`src/verilog/rsps_pkg.sv`:
```
// Package for the ramp and soak profile sequencer: register map, field
// positions, reset values, time base and the shared types.
// Assumes a 32-bit APB slave port and a 25 MHz system clock.
package rsps_pkg;
    localparam int          RSPS_NUM_PROFILES = 7;
    localparam int          RSPS_NUM_SEGS     = 7;
    localparam int          RSPS_SP_W         = 16;
    localparam int          RSPS_DUR_W        = 12;
    localparam int          RSPS_EVT_W        = 4;
    localparam int          RSPS_MEM_AW       = 6;

    // Register byte offsets
    localparam logic [11:0] RSPS_OFF_CTRL     = 12'h000;
    localparam logic [11:0] RSPS_OFF_TOL      = 12'h004;
    localparam logic [11:0] RSPS_OFF_LINK     = 12'h008;
    localparam logic [11:0] RSPS_OFF_ALCFG    = 12'h00c;
    localparam logic [11:0] RSPS_OFF_STATUS   = 12'h010;
    localparam logic [11:0] RSPS_OFF_IRQ_STAT = 12'h014;
    localparam logic [11:0] RSPS_OFF_IRQ_MASK = 12'h018;
    localparam logic [11:0] RSPS_OFF_SP       = 12'h01c;
    localparam logic [11:0] RSPS_OFF_ELAPSED  = 12'h020;
    localparam logic [11:0] RSPS_OFF_SEG_BASE = 12'h100;
    localparam logic [11:0] RSPS_OFF_SEG_END  = 12'h1e0;

    // Control register fields
    localparam int          RSPS_CTRL_AUTO    = 0;
    localparam int          RSPS_CTRL_PEN     = 1;
    localparam int          RSPS_CTRL_RUN     = 2;
    localparam int          RSPS_CTRL_SEL     = 4;

    // Interrupt status bits
    localparam int          RSPS_IRQ_SEG_DONE = 0;
    localparam int          RSPS_IRQ_PROG_END = 1;
    localparam int          RSPS_IRQ_CHAIN    = 2;
    localparam int          RSPS_IRQ_HOLD     = 3;
    localparam int          RSPS_IRQ_W        = 4;

    // Word 7 of each profile slot holds the initial setpoint
    localparam logic [2:0]  RSPS_INIT_IDX     = 3'h7;
    localparam logic [2:0]  RSPS_NO_LINK      = 3'h0;

    localparam logic [15:0] RSPS_TOL_RST      = 16'h0000;
    localparam logic [20:0] RSPS_LINK_RST     = 21'h000000;

    // Time base: one segment time unit in ms, converted to clock cycles
    localparam int          RSPS_CLK_HZ       = 25000000;
    localparam int          RSPS_TIME_UNIT_MS = 1000;
    localparam int          RSPS_TICK_CYC_DEF = RSPS_CLK_HZ / 1000 * RSPS_TIME_UNIT_MS;

    typedef enum logic [2:0] {
        ST_IDLE, ST_LOAD_INIT, ST_INIT_W, ST_WAIT_PV,
        ST_LOAD_SEG, ST_SEG_W, ST_RUN, ST_PFAIL
    } rsps_mode_t;

    typedef struct packed {
        logic [RSPS_EVT_W-1:0] evt;
        logic [RSPS_DUR_W-1:0] dur;
        logic [RSPS_SP_W-1:0]  sp;
    } rsps_seg_t;
endpackage : rsps_pkg

```
`src/verilog/rsps_seg_mem.sv`:
```
// Segment store for the profile sequencer: one write port, one read
// port whose data come out of a register one cycle after the address.
// Assumes the writer and reader share the system clock.
`timescale 1ns/1ps
module rsps_seg_mem import rsps_pkg::*; #(
    parameter int DW = 32,
    parameter int AW = RSPS_MEM_AW
) (
    input  wire logic          clk_in,
    input  wire logic          we_in,
    input  wire logic [AW-1:0] waddr_in,
    input  wire logic [DW-1:0] wdata_in,
    input  wire logic [AW-1:0] raddr_in,
    output logic      [DW-1:0] rdata_out
);
    logic [DW-1:0] mem_q [0:(1<<AW)-1];

    // No reset on the array: contents are undefined until software loads them
    always_ff @(posedge clk_in) begin
        if (we_in) begin
            mem_q[waddr_in] <= wdata_in;
        end
        rdata_out <= mem_q[raddr_in];
    end
endmodule : rsps_seg_mem

```
`src/verilog/rsps_tick.sv`:
```
// Time base for the profile sequencer: one-cycle pulse every CYCLES clocks.
// Assumes a free-running system clock and asynchronous active-low reset.
`timescale 1ns/1ps
module rsps_tick #(
    parameter int CYCLES = 25000000
) (
    input  wire logic clk_in,
    input  wire logic arst_n_in,
    output logic      tick_out
);
    localparam int CW = $clog2(CYCLES + 1);
    localparam logic [CW-1:0] LAST = CW'(CYCLES - 1);

    logic [CW-1:0] cnt_q;

    always_ff @(posedge clk_in or negedge arst_n_in) begin
        if (!arst_n_in) begin
            cnt_q    <= '0;
            tick_out <= 1'b0;
        end else begin
            tick_out <= (cnt_q == LAST);
            cnt_q    <= (cnt_q == LAST) ? '0 : cnt_q + 1'b1;
        end
    end
endmodule : rsps_tick

```
`src/verilog/rsps_top.sv`:
```
// Ramp and soak profile sequencer with APB register access.
// Assumes PV_IN and PWR_FAIL_IN are synchronous to CLK_SYS_IN.
// How it works
// - Each profile holds up to seven segments, each a setpoint with a time interval.
// - Seven independent profiles are stored and any one can be selected to run.
// - When an unlinked profile ends, the run control is cleared so control stops.
// - A segment with zero duration ends the profile.
// - With nonzero tolerance the segment timer stops while deviation exceeds it.
// - With zero tolerance the timer advances on time alone, ignoring deviation.
// - A linked profile starts its target profile at once when it finishes.
// - Linking a profile to itself or closing a chain repeats it without end.
// - Each segment drives the alarms its event setting selects, if set up as event alarms.
// - After start the first segment waits until the process value reaches the initial setpoint.
// - After power returns the interrupted segment restarts from its beginning.
//
// Our own choices: the register addresses and the APB slave port.
`timescale 1ns/1ps
module rsps_top import rsps_pkg::*; #(
    parameter int TICK_CYCLES = RSPS_TICK_CYC_DEF
) (
    input  wire logic        CLK_SYS_IN,
    input  wire logic        ARST_N_IN,
    input  wire logic        APB_PSEL_IN,
    input  wire logic        APB_PENABLE_IN,
    input  wire logic        APB_PWRITE_IN,
    input  wire logic [11:0] APB_PADDR_IN,
    input  wire logic [31:0] APB_PWDATA_IN,
    output logic             APB_PREADY_OUT,
    output logic      [31:0] APB_PRDATA_OUT,
    output logic             APB_PSLVERR_OUT,
    input  wire logic [15:0] PV_IN,
    input  wire logic        PWR_FAIL_IN,
    output logic      [15:0] SP_OUT,
    output logic             CTRL_RUN_OUT,
    output logic             PROG_ACTIVE_OUT,
    output logic      [3:0]  ALARM_OUT,
    output logic             IRQ_OUT
);
    typedef struct packed {
        rsps_mode_t      mode;
        logic            ctl_auto;
        logic            ctl_pen;
        logic            ctl_run;
        logic [2:0]      sel;
        logic [15:0]     tol;
        logic [20:0]     link;
        logic [3:0]      alcfg;
        logic [3:0]      irq_stat;
        logic [3:0]      irq_mask;
        logic [2:0]      prof;
        logic [2:0]      seg;
        logic [11:0]     elapsed;
        logic [15:0]     start_sp;
        rsps_seg_t       cur;
        logic [15:0]     sp;
        logic [3:0]      alarm;
        logic            chain;
        logic            below;
        logic            hold;
        logic [31:0]     prdata;
        logic            slverr;
    } rsps_state_t;

    rsps_state_t st_q;
    rsps_state_t st_d;
    rsps_seg_t   rd_seg;
    logic [31:0] rd_word;
    logic        tick;
    logic        mem_we;
    logic [5:0]  mem_raddr;
    logic        go;
    logic        hold_now;
    logic        reached;
    logic [2:0]  linkv;
    logic        wr_acc;
    logic        setup;
    logic        seg_win;

    function automatic logic [15:0] abs_diff(input logic [15:0] a, input logic [15:0] b);
        logic signed [16:0] d;
        d = $signed({a[15], a}) - $signed({b[15], b});
        abs_diff = d[16] ? 16'(-d) : d[15:0];
    endfunction : abs_diff

    function automatic logic [15:0] ramp_point(input logic [15:0] a, input logic [15:0] b,
                                               input logic [11:0] t, input logic [11:0] dur);
        logic signed [16:0] delta;
        logic signed [29:0] prod;
        logic signed [29:0] q;
        delta = $signed({b[15], b}) - $signed({a[15], a});
        prod  = delta * $signed({1'b0, t});
        q     = (dur == 12'h000) ? 30'sh0 : prod / $signed({18'h00000, dur});
        ramp_point = a + q[15:0];
    endfunction : ramp_point

    rsps_tick #(.CYCLES(TICK_CYCLES)) u_tick (
        .clk_in    (CLK_SYS_IN),
        .arst_n_in (ARST_N_IN),
        .tick_out  (tick)
    );

    assign setup   = APB_PSEL_IN && !APB_PENABLE_IN;
    assign wr_acc  = APB_PSEL_IN && APB_PENABLE_IN && APB_PWRITE_IN;
    assign seg_win = (APB_PADDR_IN >= RSPS_OFF_SEG_BASE) && (APB_PADDR_IN < RSPS_OFF_SEG_END);
    assign mem_we  = wr_acc && seg_win && (APB_PADDR_IN[1:0] == 2'h0);

    // Read port is owned by the sequencer; segment words are write-only on the bus
    assign mem_raddr = (st_q.mode == ST_LOAD_INIT) ? {st_q.prof, RSPS_INIT_IDX}
                                                  : {st_q.prof, st_q.seg};

    rsps_seg_mem #(.DW(32), .AW(RSPS_MEM_AW)) u_mem (
        .clk_in    (CLK_SYS_IN),
        .we_in     (mem_we),
        .waddr_in  (APB_PADDR_IN[7:2]),
        .wdata_in  (APB_PWDATA_IN),
        .raddr_in  (mem_raddr),
        .rdata_out (rd_word)
    );
    assign rd_seg = rsps_seg_t'(rd_word);

    assign go = st_q.ctl_auto && st_q.ctl_pen && st_q.ctl_run && (st_q.sel != 3'h0);
    assign hold_now = (st_q.tol != 16'h0000) && (abs_diff(PV_IN, st_q.sp) > st_q.tol);
    assign reached  = st_q.below ? ($signed(PV_IN) >= $signed(st_q.start_sp))
                                 : ($signed(PV_IN) <= $signed(st_q.start_sp));
    assign linkv    = st_q.link[int'(st_q.prof) * 3 +: 3];

    always_comb begin
        logic [3:0] ev;
        logic [3:0] w1c;
        logic [11:0] nxt;
        ev  = 4'h0;
        w1c = 4'h0;
        nxt = st_q.elapsed + 12'h001;
        st_d = st_q;

        // Register setup: read data and error are latched for the access phase
        if (setup) begin
            st_d.prdata = 32'h00000000;
            st_d.slverr = 1'b0;
            if (APB_PADDR_IN == RSPS_OFF_CTRL) begin
                st_d.prdata = {25'h0, st_q.sel, 1'b0, st_q.ctl_run, st_q.ctl_pen, st_q.ctl_auto};
            end else if (APB_PADDR_IN == RSPS_OFF_TOL) begin
                st_d.prdata = {16'h0000, st_q.tol};
            end else if (APB_PADDR_IN == RSPS_OFF_LINK) begin
                st_d.prdata = {11'h000, st_q.link};
            end else if (APB_PADDR_IN == RSPS_OFF_ALCFG) begin
                st_d.prdata = {28'h0000000, st_q.alcfg};
            end else if (APB_PADDR_IN == RSPS_OFF_STATUS) begin
                st_d.prdata = {17'h00000, st_q.mode, st_q.hold, st_q.chain,
                               st_q.prof, st_q.seg, 4'h0};
            end else if (APB_PADDR_IN == RSPS_OFF_IRQ_STAT) begin
                st_d.prdata = {28'h0000000, st_q.irq_stat};
            end else if (APB_PADDR_IN == RSPS_OFF_IRQ_MASK) begin
                st_d.prdata = {28'h0000000, st_q.irq_mask};
            end else if (APB_PADDR_IN == RSPS_OFF_SP) begin
                st_d.prdata = {16'h0000, st_q.sp};
            end else if (APB_PADDR_IN == RSPS_OFF_ELAPSED) begin
                st_d.prdata = {20'h00000, st_q.elapsed};
            end else if (seg_win && APB_PADDR_IN[1:0] == 2'h0) begin
                st_d.prdata = 32'h00000000;
            end else begin
                st_d.slverr = 1'b1;
            end
        end

        if (wr_acc && !st_q.slverr) begin
            if (APB_PADDR_IN == RSPS_OFF_CTRL) begin
                st_d.ctl_auto = APB_PWDATA_IN[RSPS_CTRL_AUTO];
                st_d.ctl_pen  = APB_PWDATA_IN[RSPS_CTRL_PEN];
                st_d.ctl_run  = APB_PWDATA_IN[RSPS_CTRL_RUN];
                st_d.sel      = APB_PWDATA_IN[RSPS_CTRL_SEL +: 3];
            end else if (APB_PADDR_IN == RSPS_OFF_TOL) begin
                st_d.tol = APB_PWDATA_IN[15:0];
            end else if (APB_PADDR_IN == RSPS_OFF_LINK) begin
                st_d.link = APB_PWDATA_IN[20:0];
            end else if (APB_PADDR_IN == RSPS_OFF_ALCFG) begin
                st_d.alcfg = APB_PWDATA_IN[3:0];
            end else if (APB_PADDR_IN == RSPS_OFF_IRQ_STAT) begin
                w1c = APB_PWDATA_IN[3:0];
            end else if (APB_PADDR_IN == RSPS_OFF_IRQ_MASK) begin
                st_d.irq_mask = APB_PWDATA_IN[3:0];
            end
        end

        st_d.hold = 1'b0;
        case (st_q.mode)
            ST_IDLE: begin
                if (go) begin
                    st_d.prof  = st_q.sel - 3'h1;
                    st_d.seg   = 3'h0;
                    st_d.chain = 1'b0;
                    st_d.mode  = ST_LOAD_INIT;
                end
            end
            ST_LOAD_INIT: begin
                st_d.mode = ST_INIT_W;
            end
            ST_INIT_W: begin
                st_d.start_sp = rd_seg.sp;
                st_d.sp       = rd_seg.sp;
                st_d.below    = $signed(PV_IN) < $signed(rd_seg.sp);
                // A chained profile starts at once without waiting for the process
                st_d.mode     = st_q.chain ? ST_LOAD_SEG : ST_WAIT_PV;
            end
            ST_WAIT_PV: begin
                st_d.sp = st_q.start_sp;
                if (reached) begin
                    st_d.mode = ST_LOAD_SEG;
                end
            end
            ST_LOAD_SEG: begin
                st_d.mode = ST_SEG_W;
            end
            ST_SEG_W: begin
                if (st_q.seg == RSPS_INIT_IDX || rd_seg.dur == 12'h000) begin
                    ev[RSPS_IRQ_PROG_END] = 1'b1;
                    if (linkv != RSPS_NO_LINK) begin
                        st_d.prof  = linkv - 3'h1;
                        st_d.seg   = 3'h0;
                        st_d.chain = 1'b1;
                        st_d.mode  = ST_LOAD_INIT;
                        ev[RSPS_IRQ_CHAIN] = 1'b1;
                    end else begin
                        st_d.ctl_run = 1'b0;
                        st_d.mode    = ST_IDLE;
                    end
                end else begin
                    st_d.cur     = rd_seg;
                    st_d.elapsed = 12'h000;
                    st_d.mode    = ST_RUN;
                end
            end
            ST_RUN: begin
                st_d.hold = hold_now;
                ev[RSPS_IRQ_HOLD] = hold_now && !st_q.hold;
                st_d.sp = ramp_point(st_q.start_sp, st_q.cur.sp, st_q.elapsed,
                                     st_q.cur.dur);
                if (PWR_FAIL_IN) begin
                    st_d.mode = ST_PFAIL;
                end else if (tick && !hold_now) begin
                    if (nxt >= st_q.cur.dur) begin
                        ev[RSPS_IRQ_SEG_DONE] = 1'b1;
                        st_d.start_sp = st_q.cur.sp;
                        st_d.seg      = st_q.seg + 3'h1;
                        st_d.mode     = ST_LOAD_SEG;
                    end else begin
                        st_d.elapsed = nxt;
                    end
                end
            end
            ST_PFAIL: begin
                if (!PWR_FAIL_IN) begin
                    st_d.elapsed = 12'h000;
                    st_d.sp      = st_q.start_sp;
                    st_d.mode    = ST_RUN;
                end
            end
            default: begin
                st_d.mode = ST_IDLE;
            end
        endcase

        if (!go && st_q.mode != ST_IDLE) begin
            st_d.mode = ST_IDLE;
        end

        st_d.alarm = (st_d.mode == ST_RUN) ? (st_d.cur.evt & st_d.alcfg) : 4'h0;
        // Hardware set wins over a same-cycle write-one-to-clear
        st_d.irq_stat = (st_q.irq_stat & ~w1c) | ev;
    end

    always_ff @(posedge CLK_SYS_IN or negedge ARST_N_IN) begin
        if (!ARST_N_IN) begin
            st_q      <= '0;
            st_q.mode <= ST_IDLE;
            st_q.tol  <= RSPS_TOL_RST;
            st_q.link <= RSPS_LINK_RST;
        end else begin
            st_q <= st_d;
        end
    end

    assign APB_PREADY_OUT  = 1'b1;
    assign APB_PRDATA_OUT  = st_q.prdata;
    assign APB_PSLVERR_OUT = APB_PSEL_IN && APB_PENABLE_IN && st_q.slverr;
    assign SP_OUT          = st_q.sp;
    assign CTRL_RUN_OUT    = st_q.ctl_run;
    assign PROG_ACTIVE_OUT = (st_q.mode != ST_IDLE);
    assign ALARM_OUT       = st_q.alarm;
    assign IRQ_OUT         = |(st_q.irq_stat & st_q.irq_mask);

    a_prof_range: assert property (@(posedge CLK_SYS_IN) disable iff (!ARST_N_IN)
        st_q.mode != ST_IDLE |-> st_q.prof < 3'h7)
        else $error("Profile index out of range");
    a_seg_limit: assert property (@(posedge CLK_SYS_IN) disable iff (!ARST_N_IN)
        st_q.mode == ST_RUN |-> st_q.seg < RSPS_INIT_IDX)
        else $error("Running beyond the seventh segment");
    a_end_run_clear: assert property (@(posedge CLK_SYS_IN) disable iff (!ARST_N_IN)
        st_q.mode == ST_SEG_W && go && rd_seg.dur == 12'h000 && linkv == RSPS_NO_LINK
        |=> !CTRL_RUN_OUT && !PROG_ACTIVE_OUT)
        else $error("Run not cleared at end of unlinked profile");
    a_zero_dur_end: assert property (@(posedge CLK_SYS_IN) disable iff (!ARST_N_IN)
        st_q.mode == ST_SEG_W && rd_seg.dur == 12'h000 |=> st_q.mode != ST_RUN)
        else $error("Zero duration segment was run");
    a_tol_hold: assert property (@(posedge CLK_SYS_IN) disable iff (!ARST_N_IN)
        st_q.mode == ST_RUN && hold_now && go |=> $stable(st_q.elapsed))
        else $error("Timer advanced while out of tolerance");
    a_tol_zero_time: assert property (@(posedge CLK_SYS_IN) disable iff (!ARST_N_IN)
        st_q.mode == ST_RUN && st_q.tol == 16'h0000 && tick && go && !PWR_FAIL_IN
        && (st_q.elapsed + 12'h001) < st_q.cur.dur
        |=> st_q.elapsed == $past(st_q.elapsed) + 12'h001)
        else $error("Timer did not advance with zero tolerance");

    a_chain_start: assert property (@(posedge CLK_SYS_IN) disable iff (!ARST_N_IN)
        st_q.mode == ST_SEG_W && go && rd_seg.dur == 12'h000 && linkv != RSPS_NO_LINK
        |=> st_q.mode == ST_LOAD_INIT ##1 (st_q.mode == ST_INIT_W || !go)
        ##1 (st_q.mode == ST_LOAD_SEG || !go))
        else $error("Linked profile did not start at once");

    a_chain_target: assert property (@(posedge CLK_SYS_IN) disable iff (!ARST_N_IN)
        st_q.mode == ST_SEG_W && go && rd_seg.dur == 12'h000 && linkv != RSPS_NO_LINK
        |=> st_q.prof == $past(linkv) - 3'h1 && st_q.seg == 3'h0)
        else $error("Chain went to the wrong profile");

    a_event_alarm: assert property (@(posedge CLK_SYS_IN) disable iff (!ARST_N_IN)
        ALARM_OUT != 4'h0 |-> st_q.mode == ST_RUN && (ALARM_OUT & ~st_q.cur.evt) == 4'h0
        && (ALARM_OUT & ~st_q.alcfg) == 4'h0)
        else $error("Alarm outside its event segment");

    a_wait_pv: assert property (@(posedge CLK_SYS_IN) disable iff (!ARST_N_IN)
        st_q.mode == ST_WAIT_PV && !reached |=> st_q.mode != ST_LOAD_SEG)
        else $error("Profile started before PV reached initial SP");

    a_pfail_resume: assert property (@(posedge CLK_SYS_IN) disable iff (!ARST_N_IN)
        st_q.mode == ST_PFAIL && !PWR_FAIL_IN && go
        |=> st_q.mode == ST_RUN && st_q.elapsed == 12'h000 && SP_OUT == st_q.start_sp)
        else $error("Segment not restarted after power return");

    a_ramp_bound: assert property (@(posedge CLK_SYS_IN) disable iff (!ARST_N_IN)
        st_q.mode == ST_RUN && $past(st_q.mode) == ST_RUN && st_q.cur.dur != 12'h000
        |-> abs_diff(SP_OUT, st_q.cur.sp) <= abs_diff(st_q.start_sp, st_q.cur.sp))
        else $error("Setpoint left the ramp span");
endmodule : rsps_top

```
`config.mk`:
```
export PLATFORM = sky130hd
export DESIGN_NAME = rsps_top
export DESIGN_NICKNAME = d
export VERILOG_FILES = /design/src/verilog/rsps_pkg.sv /design/src/verilog/rsps_seg_mem.sv /design/src/verilog/rsps_tick.sv /design/src/verilog/rsps_top.sv
export SDC_FILE = /design/constraint.sdc
export NUM_CORES = 2
export LEC_CHECK = 0
export ABC_AREA = 1
export CORE_MARGIN = 2
export CORE_UTILIZATION = 38
export CTS_CLUSTER_SIZE = 20
export DETAILED_ROUTE_END_ITERATION = 6
export DONT_BUFFER_PORTS = 1
export GPL_ROUTABILITY_DRIVEN = 0
export GPL_TIMING_DRIVEN = 0
export PLACE_DENSITY = 0.52
export SETUP_SLACK_MARGIN = 0.2
export SLEW_MARGIN = 10
export SYNTH_ARGS = -nofsm -noshare
export SYNTH_HDL_FRONTEND = slang
export SYNTH_SLANG_ARGS = --single-unit
```
`constraint.sdc`:
```
create_clock -name CLK_SYS_IN -period 169.9 [get_ports CLK_SYS_IN]
set_clock_uncertainty 0.2 [all_clocks]
set_input_delay 33.98 -clock CLK_SYS_IN [delete_from_list [all_inputs] [get_ports CLK_SYS_IN]]
set_output_delay 33.98 -clock CLK_SYS_IN [all_outputs]
set_load 0.02 [all_outputs]
```
# After elaboration in Yosys (flattened, before gate mapping)

Memory sizes are Yosys's and may differ from the RTL's. A register that Yosys moved wholly into a read port is not among the register bits.
Cells that the tools add are included.

Output and inout port bits: 57
Word-level logic and storage cells: 218
Latch bits: 0
RAM bits: 2048
Bits in read-only memories: 0
Register bits: 206
Input port bits: 66
Memories: 1

Memories:

| memory      | words | width | rd ports | clocked after Yosys merged registers in | write ports | line               | source |
|---|---|---|---|---|---|---|---|
| u_mem.mem_q | 64    | 32    | 1        | 1                                       | 1           | rsps_seg_mem.sv:16 | `logic [DW-1:0] mem_q [0:(1<<AW)-1];` |

Reductions and logical operators: 47
Muxes and demuxes: 86
Add/sub/neg operators: 9
Bitwise gates (word level): 11
Magnitude comparators: 7
Multiply operators: 2
Divide/modulo/power cells: 1
Shifts and indexed selects: 1
Equal/unequal tests: 27

Operator list:

| cell                                                 | count |
|---|---|
| 2-to-1 mux 16 bit                                    | 10 |
| 2-to-1 mux 21 bit                                    | 4 |
| 2-to-1 mux 32 bit                                    | 2 |
| one-hot mux 16 bit (4 select lines)                  | 1 |
| 2-to-1 mux 31 bit                                    | 2 |
| 2-to-1 mux 25 bit                                    | 2 |
| equality test 12 x 5 -> 1 bit, second input constant | 4 |
| 2-to-1 mux 12 bit                                    | 4 |
| 2-to-1 mux 45 bit                                    | 1 |
| 2-to-1 mux 41 bit                                    | 1 |
| 2-to-1 mux 4 bit                                     | 10 |
| zero test 12 bit                                     | 3 |
| one-hot mux 12 bit (3 select lines)                  | 1 |
| subtractor 16 x 16 -> 17 bit                         | 2 |
| 2-to-1 mux 3 bit                                     | 11 |
| one-hot mux 16 bit (2 select lines)                  | 1 |
| divider 30 x 13 -> 30 bit                            | 1 |
| multiplier 17 x 13 -> 30 bit                         | 1 |
| 2-to-1 mux 1 bit                                     | 27 |
| adder 25 x 1 -> 25 bit, second input constant        | 1 |
| equality test 25 bit, second input constant          | 1 |
| equality test 12 x 4 -> 1 bit, second input constant | 2 |
| one-hot mux 3 bit (8 select lines)                   | 1 |
| indexed part select 21 x 6 -> 3 bit                  | 1 |
| 43 further kinds                                     | 97 |

# Longest topological paths before layout

Word-level depth: 13
Mapped depth: 623
Gate-level depth less buffers: 578

# Hierarchy

A second synthesis with hierarchy kept.

Cell total of the unflattened synthesis: 13551
Area, all modules: 126083.4 µm²

By module, submodules not included:

| module       | times used | area each (µm²) | cells an instance | sequential area each (µm²) |
|---|---|---|---|---|
| rsps_seg_mem | 1          | 82785.6         | 6785              | 62139.6 |
| rsps_top     | 1          | 41693.7         | 6551              | 4229.1 |
| rsps_tick    | 1          | 1604.0          | 215               | 650.6 |

# Least setup slack after synthesis

OpenSTA, ideal clock, no wires.

Path type: reg-to-reg
Start: register st_q[88] (netlist name)
End: register st_q, in the netlist SP_OUT[15]
Slack: 87.626 ns
Setup time: 0.077 ns
Stages on the path, launching flop included: 595
Period minus slack after synthesis: 82.274 ns
Path buffers: 48
Data arrival time: 81.996 ns
Path through: dfrtp_1 > ha_1 > fa_1 > o21ai_0 > a21oi_1 > o21ai_0 > nand2_1 > nand2_1 > a21oi_1 > or2_2 > nand2_1 > a21oi_1 > or2_2 > nand2_1 > a21oi_1 > inv_1 > a21oi_1 > o21ai_0 > [... 559 more ...] > nor2_1 > nor2_1 > nor2_1 > nor2_1 > nor2_1 > nor2_1 > o21ai_0 > nand2_1 > a21oi_1 > o21ai_0 > nand2_1 > nand2_1 > a21oi_1 > xor2_1 > inv_1 > nand4_1 > nand3_2 > a21oi_1

Longest elaborated chain between the ends: 6

Ends and longest elaborated chain:

| element                               | line            | source |
|---|---|---|
| start: declaration                    | rsps_top.sv:64  | `rsps_state_t st_q;` |
| start signal: assignment              | rsps_top.sv:279 | `st_q <= st_d;` |
| subtractor 16 x 16 -> 17 bit          | rsps_top.sv:90  | `delta = $signed({b[15], b}) - $signed({a[15], a});` |
| multiplier 17 x 13 -> 30 bit          | rsps_top.sv:91  | `prod = delta * $signed({1'b0, t});` |
| divider 30 x 13 -> 30 bit             | rsps_top.sv:92  | `q = (dur == 12'h000) ? 30'sh0 : prod / $signed({18'h00000, dur});` |
| 2-to-1 mux 16 bit                     | rsps_top.sv:92  |  |
| adder 16 bit *                        | rsps_top.sv:93  | `ramp_point = a + q[15:0];` |
| one-hot mux 16 bit (4 select lines) * | rsps_top.sv:186 | `case (st_q.mode)` |

Mark *: on every way between the ends. The rest lies on a longest branch, timed or not.
A chain may end at the register's enable or synchronous reset.

# Worst setup path in the final report

Same ends and word-level chain as after synthesis.

==> impl_metrics.ini <==
[run_status]
status = complete, but fails checks
violations = DRC

[yosys]
synth_edf_count = 2048
syn_avg_cell_area_um2 = 9.85
synth_ff_type = edfxtp_1
ys_types = 77
syn-cell-area_um2 = 122000
synth-seq-cells = 2275
ys_seq_area_share_pct = 54.8
yosys_warnings = 0
async_reset_ff_share_pct = 8.57
syn_inst = 12421

[worst_setup_path]
max_stage_delay_ns = 0.85
arrival_ns = 102.57
end_kind = flip-flop
path_max_fanout = 10
critPathLaunchType = flip-flop
cp.required_ns = 170.55
path_class = flip-flop to flip-flop
cpMostUsedCell = nand2_1
critPathSlowestCell = fa_1

[cells_and_area]
layout_commonest_cell = edfxtp_1
fillerInstances = 30533
area_growth_pct = 13.7
nets = 13778
drive_gt1_share_pct = 6.68
final_core_util_pct = 43.4
most-common-layout-cells = 2048 x edfxtp_1, 1687 x nor2_1, 1660 x o21ai_0
finalNonFillerCells = 17560

[clock_tree]
clk_latency_ns = 0.93
clkSlewWorstSetupHoldPaths_ns = 0.07
tritoncts = built
root_buffer = clkbuf_16
cts_resized = 0
hold_buffers = 0
htreeDepth = 4
cts_max_path_buffers = 3
cts_sinks = 2275
cts_setup_buffers = 0
cts_made_buffers = 235

[timing]
fmax_ghz = 0.00981
hold_slack_ns = 0.260
period_minus_slack_ns = 101.93
post-route-period-util_pct = 60.0
finalMaxSlewViolations = 0
rsz0062_at_grt = no
hold_viol_final = 0
tightestPinTransition_ns = 1.48
finalSetupViolCount = 0
fin_setup_tns_ns = 0
slew-limit-headroom_pct = 1.07

[route]
antenna_left = 0
wirelength_um = 499000
wl_per_cell_um = 28.4
dr.pass1.iters = 7
vias = 101124
drt_iter0_markers = 12915
vias_per_cell = 5.76
remaining_drc_errors = 1

[global_route]
grt_start_max_net_pins = 196
antenna_found_initial = 33
overflow = 0
grt_usage_pct = 29.8
grt_pass1_vias = 96218
grt_pass1_wl_um = 697000

[place]
port_buffers = 0
dp.cells = 17111
hpwl_um = 367000

[floorplanning]
die_x_um = 571
io_pins = 123
core_region_area_um2 = 321000
die_area_um2 = 327000
initial_core_util_pct = 38.2
row_count = 208
die_h_um = 571

[flow_run]
drv_cap = 0

[worst_hold_path]
hold_class = flip-flop to flip-flop
-- worst max-delay path, delay by kind of cell (launching register included) --
family	cells	cell delay (ns)
flip-flops	1	0.46
adder cells (fa/ha/maj)	39	14.01
buffers and inverters	138	20.91
XOR/XNOR	1	0.39
AO/OA/AOI/OAI	197	38.54
AND/OR/NAND/NOR	220	27.02
-- sequential cells by signal (all words and copies together), names as in the netlist --
| name | cells |
|---|---|
| ALARM_OUT | 4 |
| APB_PRDATA_OUT | 21 |
| CTRL_RUN_OUT | 1 |
| SP_OUT | 16 |
| st_q | 127 |
| u_mem.mem_q | 2048 |
| u_mem.rdata_out | 32 |
| u_tick.cnt_q | 25 |
| u_tick.tick_out | 1 |
-- path summary, 6_finish.rpt --
path | start | endpoint | slack [ns] | depth (start not counted)
max | st_q[88]$_DFFE_PN0P_ | SP_OUT[15]$_DFFE_PN0P_ | 67.97 | 595
min | u_tick.cnt_q[0]$_DFF_PN0_ | u_tick.cnt_q[0]$_DFF_PN0_ | 0.26 | 1
max reg2reg | st_q[88]$_DFFE_PN0P_ | SP_OUT[15]$_DFFE_PN0P_ | 67.97 | 595
min reg2reg | u_tick.cnt_q[0]$_DFF_PN0_ | u_tick.cnt_q[0]$_DFF_PN0_ | 0.26 | 1
max in group asynchronous | ARST_N_IN | APB_PRDATA_OUT[14]$_DFFE_PN0P_ | 136.18 | 0
min in group asynchronous | ARST_N_IN | st_q[72]$_DFFE_PN0P_ | 32.65 | 0
-- through the flow --
stage,setup WS (ns),cell area (µm²)
6_report,67.97,139000
5_1_grt,56.31,139000
4_1_cts,68.72,139000
3_5_place_dp,69.04,132000
3_3_place_gp,71.29,129000
2_1_floorplan,87.63,123000
-- cells by family after synthesis --
family,after synthesis,share of synthesized area [%]
mux,5,0.0460
other cells,2,0.00614
simple gates,4280,14.8
buf+inv,1866,6.04
fa+ha+maj,668,8.00
compound gates,3019,14.1
xor+xnor,306,2.19
flops,2275,54.8
-- area by class of cell --
| cell class | count | area [µm²] | area share (%) |
|---|---|---|---|
| diodes | 16 | 40.0 | 0.0288 |
| clock inverters | 136 | 1120 | 0.805 |
| flip-flops and latches | 2275 | 67000 | 48.2 |
| well taps | 4305 | 5390 | 3.87 |
| inverters | 1244 | 4680 | 3.36 |
| plain buffers | 622 | 2730 | 1.96 |
| clock buffers | 296 | 6200 | 4.46 |
| multi-input cells | 8546 | 49400 | 35.5 |
| repair buffers | 120 | 2550 | 1.83 |
-- per-layer routing --
metal | track usage, % | up-vias | part of all wire, %
li1 | - | 44465 | -
met1 | 37.3 | 49837 | 38
met2 | 48.2 | 5568 | 46
met3 | 6.66 | 1242 | 10
met4 | 15.7 | 12 | 6.1
met5 | 0 | - | 0.017
-- cells in the mapped netlist, types with 30 or more instances --
cell type,instances,area [µm²]
edfxtp_1,2048,61500
nor2_1,1743,6540
o21ai_0,1661,8310
nand2_1,1645,6170
inv_1,1155,4340
clkbuf_1,507,1900
ha_1,477,5970
o22ai_1,393,2460
nand3_1,391,1960
a21oi_1,382,1910
xor2_1,211,1850
dfrtp_1,195,4880
fa_1,191,3820
o211ai_1,161,1210
nand4_1,148,926
o221ai_1,142,1240
xnor2_1,95,832
nor3_1,89,445
buf_4,60,450
inv_2,50,188
nand2_2,47,294
o22a_1,46,403
or2_2,45,282
a21o_1,38,285
o21ai_1,35,175
clkinv_1,33,124
dfxtp_1,32,641
nand3_2,32,320
nor2_2,30,188
Power is left out: the tool's default activity adds up to more than one toggle a clock period on the data nets, which glitch-free logic cannot reach.
